**src/core/rnb_pkg.sv**
```systemverilog
// How it works
// - indication off with ones is idle; indication off with flags is own transmission.
// - indication on with ones beyond 750 ms is classified as voice.
// - first 750 ms of indication on with ones is busy, type undetermined.
// - check indication off and ones, then raise push-to-talk and send flags.
// - with indication off and flags echoed, start sending data bits.
// - after the last data bit, drop push-to-talk and send ones.
// - busy-to-voice interval is added to every suspended access timer.
// - access timers are suspended only once busy with voice is known.
// - a changed precedence is programmed into the radio before keying.
// - programmed precedence is the highest among concatenated frames.
// - slot width is 18 ms hop mode, 54 ms single channel mode.
package rnb_pkg;
   // =====================================================
   // timing
   localparam int unsigned CLK_MHZ        = 200;
   localparam int unsigned CLKS_PER_MS    = CLK_MHZ * 1000;
   localparam int unsigned VOICE_WINDOW_MS = 750;
   localparam int unsigned SLOT_HOP_MS    = 18;
   localparam int unsigned SLOT_SINGLE_MS = 54;
   localparam int unsigned BUSY_MS_W      = 16;
   // =====================================================
   // line patterns
   localparam logic [7:0]  FLAG_PATTERN   = 8'h7E;
   localparam logic [3:0]  ONES_RUN_MIN   = 4'h8;
   localparam logic [2:0]  PREC_RESET     = 3'h0;
   // =====================================================
   // types
   typedef enum logic [2:0] {
      CH_IDLE,
      CH_OWN_TX,
      CH_BUSY_UNKNOWN,
      CH_DATA_RX,
      CH_VOICE
   } rnb_chan_type;

   typedef enum logic [2:0] {
      TX_IDLE,
      TX_PREC,
      TX_WAIT_CLEAR,
      TX_FLAGS,
      TX_DATA,
      TX_TAIL
   } rnb_tx_type;

   typedef struct packed {
      rnb_chan_type chan;
      logic         busy;
      logic         voice;
      logic         suspend;
   } rnb_status_type;

   typedef struct packed {
      logic                 valid;
      logic [BUSY_MS_W-1:0] addMs;
   } rnb_adjust_type;
endpackage : rnb_pkg

```
**src/core/rnb_net_busy.sv**
```systemverilog
`timescale 1ns/10ps
module rnb_net_busy
#(
   parameter int unsigned MS_DIVIDE = rnb_pkg::CLKS_PER_MS
)
(
   input  wire logic                   clk_sys,
   input  wire logic                   arst_n,
   input  wire logic                   bitStb,
   input  wire logic                   indOn,
   input  wire logic                   rxBit,
   input  wire logic                   frequency_hop_mode,
   input  wire logic                   txReq,
   input  wire logic                   txDataValid,
   input  wire logic                   txDataBit,
   input  wire logic                   txDataLast,
   output      logic                   txDataReady,
   input  wire logic                   frmPrecValid,
   input  wire logic [2:0]             frmPrec,
   output      logic                   precWrValid,
   output      logic [2:0]             precWrValue,
   input  wire logic                   precWrReady,
   output      logic                   ctrlOn,
   output      logic                   txLine,
   output      logic                   txBusy,
   output      logic                   txDone,
   output      logic [5:0]             slotWidthMs,
   output      rnb_pkg::rnb_status_type status,
   output      rnb_pkg::rnb_adjust_type timerAdjust
);
   import rnb_pkg::*;

   // =====================================================
   // millisecond tick
   logic [31:0] msCnt_q;
   logic        msTick_q;

   always_ff @(posedge clk_sys or negedge arst_n)
      if (!arst_n)
      begin
         msCnt_q  <= 32'h0;
         msTick_q <= 1'b0;
      end
      else if (msCnt_q == MS_DIVIDE - 1)
      begin
         msCnt_q  <= 32'h0;
         msTick_q <= 1'b1;
      end
      else
      begin
         msCnt_q  <= msCnt_q + 32'h1;
         msTick_q <= 1'b0;
      end

   // =====================================================
   // receive line pattern sense
   logic [7:0] rxShift_q;
   logic [3:0] onesRun_q;
   logic       rFlags_q;
   logic       rOnes;

   assign rOnes = (onesRun_q >= ONES_RUN_MIN);

   always_ff @(posedge clk_sys or negedge arst_n)
      if (!arst_n)
      begin
         rxShift_q <= 8'hFF;
         onesRun_q <= 4'hF;
         rFlags_q  <= 1'b0;
      end
      else if (bitStb)
      begin
         rxShift_q <= {rxShift_q[6:0], rxBit};
         if (!rxBit)
            onesRun_q <= 4'h0;
         else if (onesRun_q != 4'hF)
            onesRun_q <= onesRun_q + 4'h1;
         if ({rxShift_q[6:0], rxBit} == FLAG_PATTERN)
            rFlags_q <= 1'b1;
         else if (rOnes)
            rFlags_q <= 1'b0;
      end

   // =====================================================
   // channel state
   rnb_chan_type         chan_q;
   logic [BUSY_MS_W-1:0] busyMs_q;
   logic                 adjValid_q;
   logic [BUSY_MS_W-1:0] adjMs_q;

   always_ff @(posedge clk_sys or negedge arst_n)
      if (!arst_n)
         chan_q <= CH_IDLE;
      else if (!indOn)
      begin
         if (rFlags_q)
            chan_q <= CH_OWN_TX;
         else if (rOnes)
            chan_q <= CH_IDLE;
         else if (chan_q != CH_OWN_TX)
            chan_q <= CH_IDLE;
      end
      else
      begin
         unique case (chan_q)
            CH_IDLE, CH_OWN_TX:
               chan_q <= rFlags_q ? CH_DATA_RX : CH_BUSY_UNKNOWN;
            CH_BUSY_UNKNOWN:
               if (rFlags_q)
                  chan_q <= CH_DATA_RX;
               else if (msTick_q && busyMs_q == BUSY_MS_W'(VOICE_WINDOW_MS - 1))
                  chan_q <= CH_VOICE;
            CH_DATA_RX:
               chan_q <= CH_DATA_RX;
            CH_VOICE:
               chan_q <= rFlags_q ? CH_DATA_RX : CH_VOICE;
            default:
               chan_q <= CH_IDLE;
         endcase
      end

   // busy duration measured until voice is decided
   always_ff @(posedge clk_sys or negedge arst_n)
      if (!arst_n)
         busyMs_q <= '0;
      else if (chan_q != CH_BUSY_UNKNOWN)
         busyMs_q <= '0;
      else if (msTick_q)
         busyMs_q <= busyMs_q + 1'b1;

   always_ff @(posedge clk_sys or negedge arst_n)
      if (!arst_n)
      begin
         adjValid_q <= 1'b0;
         adjMs_q    <= '0;
      end
      else
      begin
         adjValid_q <= (chan_q == CH_BUSY_UNKNOWN) && indOn && !rFlags_q && msTick_q
                       && busyMs_q == BUSY_MS_W'(VOICE_WINDOW_MS - 1);
         adjMs_q    <= busyMs_q + 1'b1;
      end

   assign status.chan    = chan_q;
   assign status.busy    = (chan_q == CH_BUSY_UNKNOWN) || (chan_q == CH_DATA_RX)
                           || (chan_q == CH_VOICE);
   assign status.voice   = (chan_q == CH_VOICE);
   assign status.suspend = (chan_q == CH_VOICE);
   assign timerAdjust.valid = adjValid_q;
   assign timerAdjust.addMs = adjMs_q;
   assign slotWidthMs = frequency_hop_mode ? 6'(SLOT_HOP_MS) : 6'(SLOT_SINGLE_MS);

   // =====================================================
   // precedence tracking
   logic [2:0] maxPrec_q;
   logic [2:0] progPrec_q;
   logic       precWr_q;
   rnb_tx_type tx_q;

   always_ff @(posedge clk_sys or negedge arst_n)
      if (!arst_n)
         maxPrec_q <= PREC_RESET;
      else if (txReq && tx_q == TX_IDLE)
         maxPrec_q <= (frmPrecValid) ? frmPrec : PREC_RESET;
      else if (frmPrecValid && frmPrec > maxPrec_q)
         maxPrec_q <= frmPrec;

   // =====================================================
   // keying sequence
   logic [2:0] flagIdx_q;
   logic       ctrl_q;
   logic       tLine_q;
   logic       done_q;

   always_ff @(posedge clk_sys or negedge arst_n)
      if (!arst_n)
      begin
         tx_q       <= TX_IDLE;
         precWr_q   <= 1'b0;
         progPrec_q <= PREC_RESET;
      end
      else
      begin
         unique case (tx_q)
            TX_IDLE:
               if (txReq)
               begin
                  if (maxPrec_q != progPrec_q)
                  begin
                     tx_q       <= TX_PREC;
                     precWr_q   <= 1'b1;
                     progPrec_q <= maxPrec_q;
                  end
                  else
                     tx_q <= TX_WAIT_CLEAR;
               end
            TX_PREC:
               if (precWrReady)
               begin
                  precWr_q <= 1'b0;
                  tx_q     <= TX_WAIT_CLEAR;
               end
            TX_WAIT_CLEAR:
               if (!indOn && rOnes && !rFlags_q)
                  tx_q <= TX_FLAGS;
            TX_FLAGS:
               if (bitStb && flagIdx_q == 3'h7 && !indOn && rFlags_q)
                  tx_q <= TX_DATA;
            TX_DATA:
               if (bitStb && txDataValid && txDataLast)
                  tx_q <= TX_TAIL;
            TX_TAIL:
               if (bitStb)
                  tx_q <= TX_IDLE;
         endcase
      end

   assign txDataReady = (tx_q == TX_DATA) && bitStb;
   assign precWrValid = precWr_q;
   assign precWrValue = progPrec_q;

   always_ff @(posedge clk_sys or negedge arst_n)
      if (!arst_n)
      begin
         ctrl_q    <= 1'b0;
         tLine_q   <= 1'b1;
         flagIdx_q <= 3'h0;
         done_q    <= 1'b0;
      end
      else
      begin
         done_q <= 1'b0;
         if (tx_q == TX_WAIT_CLEAR && !indOn && rOnes && !rFlags_q)
         begin
            ctrl_q    <= 1'b1;
            flagIdx_q <= 3'h0;
         end
         else if (bitStb)
         begin
            unique case (tx_q)
               TX_FLAGS:
               begin
                  tLine_q   <= FLAG_PATTERN[3'h7 - flagIdx_q];
                  flagIdx_q <= flagIdx_q + 3'h1;
               end
               TX_DATA:
               begin
                  if (txDataValid)
                     tLine_q <= txDataBit;
                  else
                  begin
                     tLine_q   <= FLAG_PATTERN[3'h7 - flagIdx_q];
                     flagIdx_q <= flagIdx_q + 3'h1;
                  end
               end
               TX_TAIL:
               begin
                  ctrl_q  <= 1'b0;
                  tLine_q <= 1'b1;
                  done_q  <= 1'b1;
               end
               default:
                  tLine_q <= 1'b1;
            endcase
         end
      end

   assign ctrlOn = ctrl_q;
   assign txLine = tLine_q;
   assign txBusy = (tx_q != TX_IDLE);
   assign txDone = done_q;

   // =====================================================
   // checks
   property p_idle_ones;
      @(posedge clk_sys) disable iff (!arst_n)
      (!indOn && rOnes && !rFlags_q) |=> (chan_q == CH_IDLE);
   endproperty
   a_idle_ones: assert property (p_idle_ones) else $error("idle not decoded");
   property p_data_rx;
      @(posedge clk_sys) disable iff (!arst_n)
      (indOn && rFlags_q && chan_q != CH_IDLE && chan_q != CH_OWN_TX) |=> (chan_q == CH_DATA_RX);
   endproperty
   a_data_rx: assert property (p_data_rx) else $error("data reception not decoded");
   property p_voice_bound;
      @(posedge clk_sys) disable iff (!arst_n)
      (chan_q == CH_VOICE && $past(chan_q) == CH_BUSY_UNKNOWN)
         |-> ($past(busyMs_q) == BUSY_MS_W'(VOICE_WINDOW_MS - 1));
   endproperty
   a_voice_bound: assert property (p_voice_bound) else $error("voice decided at wrong time");
   property p_busy_unknown;
      @(posedge clk_sys) disable iff (!arst_n)
      (chan_q == CH_BUSY_UNKNOWN)
         |-> (status.busy && !status.voice && busyMs_q < BUSY_MS_W'(VOICE_WINDOW_MS));
   endproperty
   a_busy_unknown: assert property (p_busy_unknown) else $error("undetermined busy wrong");
   property p_key_clear;
      @(posedge clk_sys) disable iff (!arst_n)
      $rose(ctrl_q) |-> $past(!indOn && rOnes);
   endproperty
   a_key_clear: assert property (p_key_clear) else $error("keyed on busy channel");
   property p_data_start;
      @(posedge clk_sys) disable iff (!arst_n)
      (tx_q == TX_DATA && $past(tx_q) == TX_FLAGS) |-> $past(!indOn && rFlags_q);
   endproperty
   a_data_start: assert property (p_data_start) else $error("data before flag echo");
   property p_release;
      @(posedge clk_sys) disable iff (!arst_n)
      (tx_q == TX_TAIL && bitStb) |=> (!ctrl_q && tLine_q && tx_q == TX_IDLE);
   endproperty
   a_release: assert property (p_release) else $error("release not done");
   property p_adjust;
      @(posedge clk_sys) disable iff (!arst_n)
      adjValid_q |-> (chan_q == CH_VOICE && adjMs_q == BUSY_MS_W'(VOICE_WINDOW_MS));
   endproperty
   a_adjust: assert property (p_adjust) else $error("adjust value wrong");
   property p_suspend;
      @(posedge clk_sys) disable iff (!arst_n)
      (status.busy && !status.voice) |-> !status.suspend;
   endproperty
   a_suspend: assert property (p_suspend) else $error("suspended before voice");
   property p_prec_first;
      @(posedge clk_sys) disable iff (!arst_n)
      precWr_q |-> !ctrl_q;
   endproperty
   a_prec_first: assert property (p_prec_first) else $error("keyed before precedence set");
   property p_prec_max;
      @(posedge clk_sys) disable iff (!arst_n)
      (frmPrecValid && tx_q != TX_IDLE) |=> (maxPrec_q >= $past(frmPrec));
   endproperty
   a_prec_max: assert property (p_prec_max) else $error("precedence not maximum");
   property p_tick;
      @(posedge clk_sys) disable iff (!arst_n)
      msTick_q |=> !msTick_q;
   endproperty
   a_tick: assert property (p_tick) else $error("tick longer than one cycle");

endmodule : rnb_net_busy

```
**config.mk**
```make
export PLATFORM = sky130hd
export DESIGN_NAME = rnb_net_busy
export DESIGN_NICKNAME = d
export VERILOG_FILES = /design/src/core/rnb_pkg.sv /design/src/core/rnb_net_busy.sv
export SDC_FILE = /design/constraint.sdc
export NUM_CORES = 1
export LEC_CHECK = 0
export BUFFER_PORTS_ARGS = -buffer_cell sky130_fd_sc_hd__buf_2
export CAP_MARGIN = 40
export CORE_AREA = 5 5 105 107
export DETAILED_ROUTE_END_ITERATION = 10
export DIE_AREA = 0 0 110 112
export PLACE_DENSITY_LB_ADDON = 0.2
export SLEW_MARGIN = 20
export SYNTH_ARGS = -nofsm -noshare
export SYNTH_HDL_FRONTEND = slang
export SYNTH_SLANG_ARGS = --single-unit
```
**constraint.sdc**
```tcl
create_clock -name clk_sys -period 1.6 [get_ports clk_sys]
set_input_delay 0.24 -clock clk_sys [delete_from_list [all_inputs] [get_ports clk_sys]]
set_output_delay 0.24 -clock clk_sys [all_outputs]
set_load 0.02 [all_outputs]
```
### After elaboration in Yosys (flattened, before gate mapping)

Memory sizes are Yosys's and may differ from the RTL's.
Cells that the tools add are included.

* register bits: 97
* bits in read-only memories: 8
* logic and storage cells: 143
* input bits: 15
* memories: 1
* output and inout bits: 38

Memory list
* (name not given): words 8, bits a word 1, read ports 1, clocked after Yosys merged registers in 0, wr ports 0, line rnb_net_busy.sv:252 `tLine_q <= FLAG_PATTERN[3'h7 - flagIdx_q];`

* order comparisons: 3
* bitwise gates (word level): 1
* mux-type cells: 46
* $add $sub $neg: 5
* equal/unequal tests: 27
* reduce and logical (&&, ||, !) cells: 43

Operators with widths (number)
* $mux 3: 19
* $add 32x1->32 const B: 1
* $eq 32x18->1 const B: 1
* $mux 16: 2
* $mux 32: 1
* $logic_and 1x1->1: 18
* $pmux 3 s6: 1
* $add 16x1->16 const B: 1
* $eq 16x10->1 const B: 1
* $mux 1: 15
* $eq 3x2->1 const B: 4
* $eq 3x3->1 const B: 4
* $ne 2x2->1 const B: 6
* $pmux 3 s4: 1
* $reduce_bool 2->1: 6
* $reduce_and 2->1: 5
* $eq 8x7->1 const B: 1
* $mux 4: 2
* $ne 4x4->1 const B: 2
* $eq 3x1->1 const B: 2
* $logic_not 3->1: 2
* $mux 6: 1
* $ne 3x2->1 const B: 2
* $pmux 3 s2: 1
* other kinds (20): 26

### Depth between registers and ports, before layout

* depth in word-level cells: 6
* depth in mapped cells: 7
* depth with buffers taken out: 7

### Worst setup path after synthesis

No wires, ideal clock.

* kind: register -> register
* start point: reg flagIdx_q[0]
* end point: reg tx_q[0]
* arrival: 1.594 ns
* path buffers: 0
* setup slack: -0.120 ns
* clock period less this slack: 1.720 ns
* library setup time: 0.126 ns
* cell stages (with the launch flop): 8
* data required time: 1.474 ns
* cells stage by stage: dfrtp_1 > ha_1 > ha_1 > and4b_1 > a211o_1 > nand3_2 > a211oi_1 > a221o_1

* longest elaborated chain between the ends: 6

Ends and longest elaborated chain
* start: declaration: line rnb_net_busy.sv:170 `logic [2:0] flagIdx_q;`
* start signal: assignment: line rnb_net_busy.sv:244 `flagIdx_q <= flagIdx_q + 3'h1;`
* start signal: assignment: line rnb_net_busy.sv:253 `flagIdx_q <= flagIdx_q + 3'h1;`
* $eq 3x3->1: line rnb_net_busy.sv:207 `if (bitStb && flagIdx_q == 3'h7 && !indOn && rFlags_q)`
* $logic_and 1x1->1 (3 in a row): line rnb_net_busy.sv:207
* $ne 2x2->1 (no line)
* $reduce_and 6->1 (no line)
* end signal: assignment: line rnb_net_busy.sv:205 `tx_q <= TX_FLAGS;`
* end signal: assignment: line rnb_net_busy.sv:208 `tx_q <= TX_DATA;`
* end signal: assignment: line rnb_net_busy.sv:211 `tx_q <= TX_TAIL;`
* end: declaration: line rnb_net_busy.sv:158 `rnb_tx_type tx_q;`

Every way passes these cells.
A chain may end at the register's enable or synchronous reset.

### Worst setup path in the final report

Ends and elaborated chain as after synthesis.

==> impl_metrics.tcl <==
set metrics [dict create \
    status "finished with violations" \
    failed_checks "negative setup slack" \
    ys_ff_latch 97 \
    rsz0062_at_grt "true" \
    grt_max_degree 52 \
    setup_tns_ns -0.556 \
    wl_per_cell_um 14.0 \
    power.switching_mw 2.14 \
    drv_cap 0 \
    max_freq_ghz 0.585 \
    grt_usage 0.168 \
    slowest_stage "dfrtp_1" \
    setup_violations 10 \
    dieArea_um2 12300 \
    portBuffers 48 \
    antenna_cells 0 \
    die_h_um 112 \
    via_per_inst 5.04 \
    routed-via-count 3521 \
    fin_crit_ns 1.71 \
    synth_flop_cell "dfrtp_1" \
    synth_top_cell_by_area "dfrtp_1" \
    cts.clk_slew.worst_paths_ns 0.09 \
    htreeDepth 3 \
    drc_errors 0 \
    clkPwrFrac 0.251 \
    overflow 0 \
    ys_types 57 \
    grt_first_pass_wirelength_um 16600 \
    drt_wl_total_um 9740 \
    maxSlewViolCount 0 \
    ff_latch_area_um2 2450 \
    multi_input_area_um2 2420 \
    finClkSkew_ns 0.00919 \
    worstSetupEndpointType "flop" \
    reg2reg_to "tx_q[0]$_DFFE_PN0P_" \
    drive_above_1_share 0.375 \
    root_buffer "clkbuf_8" \
    crit_type "flop to flop" \
    finalWorstSetupSlack_ns -0.111 \
    synth_cells 454 \
    worstPathArrival_ns 1.96 \
    hold_violations 0 \
    fp-row-count 37 \
    peakVddDrop_mv 0.572 \
    netlist.area_leader.share 0.441 \
    crit_chain "ha_2, ha_4, and4b_1, a211o_1, nand3_2, a211oi_2, a221o_1" \
    cts_buffers 9 \
    fill_cells 868 \
    slowest_delay_ns 0.40 \
    syn_area_per_cell_um2 10.6 \
    synth_edf_count 0 \
    cp-start-kind "flop" \
    cts_tree "yes" \
    yosys_warnings 0 \
    reg2reg_from "flagIdx_q[0]$_DFFE_PN0P_" \
    dr.pass1.iters 4 \
    synthToLayoutAreaGrowth_pct 26.4 \
    post-synth-top-count-cell "dfrtp_1" \
    gp_congestion 0.855 \
    utilization 0.607 \
    async_flop_share 1.00 \
    pwr-share-seq 0.460 \
    worstHoldPathCells 3 \
    hp-class "primary input to flop" \
    fp.dieW_um 110 \
    p_int_mw 4.45 \
    hold_slack_ns 0.125 \
    clockBufferDepth 2 \
    ant_nets 0 \
    antenna_found_initial 0 \
    timing.final.crit_share 1.07 \
    p_leak_nw 2.92 \
    ys_top_cells_by_count "dfrtp_1 (85), nor2_1 (45), nand2_1 (36), xnor2_1 (35), nand3_1 (32)" \
    coreArea_um2 10000 \
    required_ns 1.85 \
    grt_pass1_vias 3529 \
    drtIter0Drc 177 \
    crit_fanout 5 \
    hp-start "frmPrec[2]" \
    io_pins 53 \
    power_density_nw_per_um2 1080 \
    power_frac_comb 0.289 \
    start_util 0.480 \
    swShare 0.325 \
    synth_area_um2 4820 \
    hold_path_end "maxPrec_q[2]$_DFFE_PN0P_" \
    clock-sinks 97 \
    nNetsFinal 584 \
    synth_top_cells_by_area "dfrtp_1 (44%), dfstp_2 (6.5%), xnor2_1 (6.4%), xor2_1 (5.1%), nor2_1 (3.5%)" \
    r2r_slack_ns -0.11 \
    pre_cts_ws_ns -0.149 \
    rr_worst_depth 7 \
    clk_latency_ns 0.36 \
    post-dp-hpwl_um 6880 \
    yosysSeqAreaShare 0.506 \
]
cell type report:
| type | count | area share |
|---|---|---|
| Timing Repair Buffer | 113 | 0.127 |
| Clock buffer | 11 | 0.0248 |
| Multi-Input combinational cell | 319 | 0.398 |
| Clock inverter | 5 | 0.0101 |
| Inverter | 17 | 0.0105 |
| Sequential cell | 97 | 0.403 |
| Tap cell | 136 | 0.0279 |
worst max path at each step:
stage,start,to,slack [ns],cells past startpoint
6_report,flagIdx_q[0]$_DFFE_PN0P_,tx_q[0]$_DFFE_PN0P_,-0.11,7
5_1_grt,msCnt_q[30]$_DFF_PN0_,msCnt_q[8]$_DFF_PN0_,-0.19,6
3_5_place_dp,flagIdx_q[0]$_DFFE_PN0P_,tx_q[0]$_DFFE_PN0P_,-0.15,7
3_3_place_gp,flagIdx_q[0]$_DFFE_PN0P_,tx_q[0]$_DFFE_PN0P_,-0.09,7
4_1_cts,flagIdx_q[1]$_DFFE_PN0P_,tx_q[0]$_DFFE_PN0P_,-0.15,7
2_1_floorplan,flagIdx_q[1]$_DFFE_PN0P_,tx_q[0]$_DFFE_PN0P_,-0.07,7
cell usage in the layout (no fill, tap or decap), drive strengths merged, types with 2 or more instances in the layout:
cell and count:
inv 18, and2 2, a21oi 6, conb 4, nor4 8, dfrtp 85
dfstp 12, nor2b 3, a31oi 4, nand4 15, nand2b 9, o21ai 17
nand2 36, a211oi 2, clkinv 3, and3 8, ha 12, nor3 6
and3b 2, nand3 35, buf 112, a21o 2, xnor2 35, and4 6
clkbuf 11, xor2 28, nor2 45, nor4b 5, mux2i 7, mux2 10
worst max-delay path: cells and delay by family, from the launching register on:
kind                     cells  cell delay, ns
adder cells (fa/ha/maj)      2            0.35
AND/OR/NAND/NOR              2            0.28
AO/OA/AOI/OAI                3            0.58
flip-flops                   1            0.40
logic make-up (layout without fill, tap and decap cells):
family                   count (synthesis)  count (layout)  share of synthesized area
AND/OR/NAND/NOR                        186             186                      0.217
adder cells (fa/ha/maj)                 12              12                     0.0311
multiplexers                            17              17                     0.0379
other                                    2               4                    0.00156
XOR/XNOR                                63              63                      0.114
AO/OA/AOI/OAI                           37              37                     0.0467
buffers and inverters                   40             146                     0.0449
flip-flops                              97              97                      0.506
sequential cells by signal, indices dropped and copies added, names as in the netlist:
register / cells
rFlags_q: 1
adjValid_q: 1
txDone: 1
maxPrec_q: 3
onesRun_q: 4
txLine: 1
ctrlOn: 1
chan_q: 3
tx_q: 3
msTick_q: 1
precWrValid: 1
busyMs_q: 16
flagIdx_q: 3
msCnt_q: 32
rxShift_q: 7
precWrValue: 3
adjMs_q: 16
power groups by stage:
stage	Clock (mW)	Combinational, mW	Sequential (mW)
2_1_floorplan	0	1.17	3.10
3_3_place_gp	0	1.68	3.05
3_5_place_dp	0	1.75	3.06
4_1_cts	1.72	1.89	3.02
5_1_grt	1.85	2.15	3.08
6_report	1.66	1.90	3.03
per-stage QoR:
step	std cells	power [mW]	area [um^2]
finish	698	6.60	6100
detailed placement	671	4.81	5520
CTS	694	6.64	5870
global placement	671	4.73	5520
global route	698	7.07	6100
floorplan	456	4.27	4840
layer usage:
metal / track usage / share of wire / vias to the layer above
met2: 0.263 / 0.50 / 46
met5: 0 / 0 / -
met3: 0.0365 / 0.032 / 15
li1: - / - / 1742
met1: 0.232 / 0.46 / 1718
met4: 0.0499 / 0.014 / 0
what timing repair did:
item	CTS	global route
gates resized for setup	20	45
pin swaps	16	20
gates cloned	1	0
hold buffers	1	0
endpoints found under the hold margin	16	0
setup buffers	5	5
endpoints found under the setup margin	18	41
No activity file was read; power rests on OpenSTA's default activity.
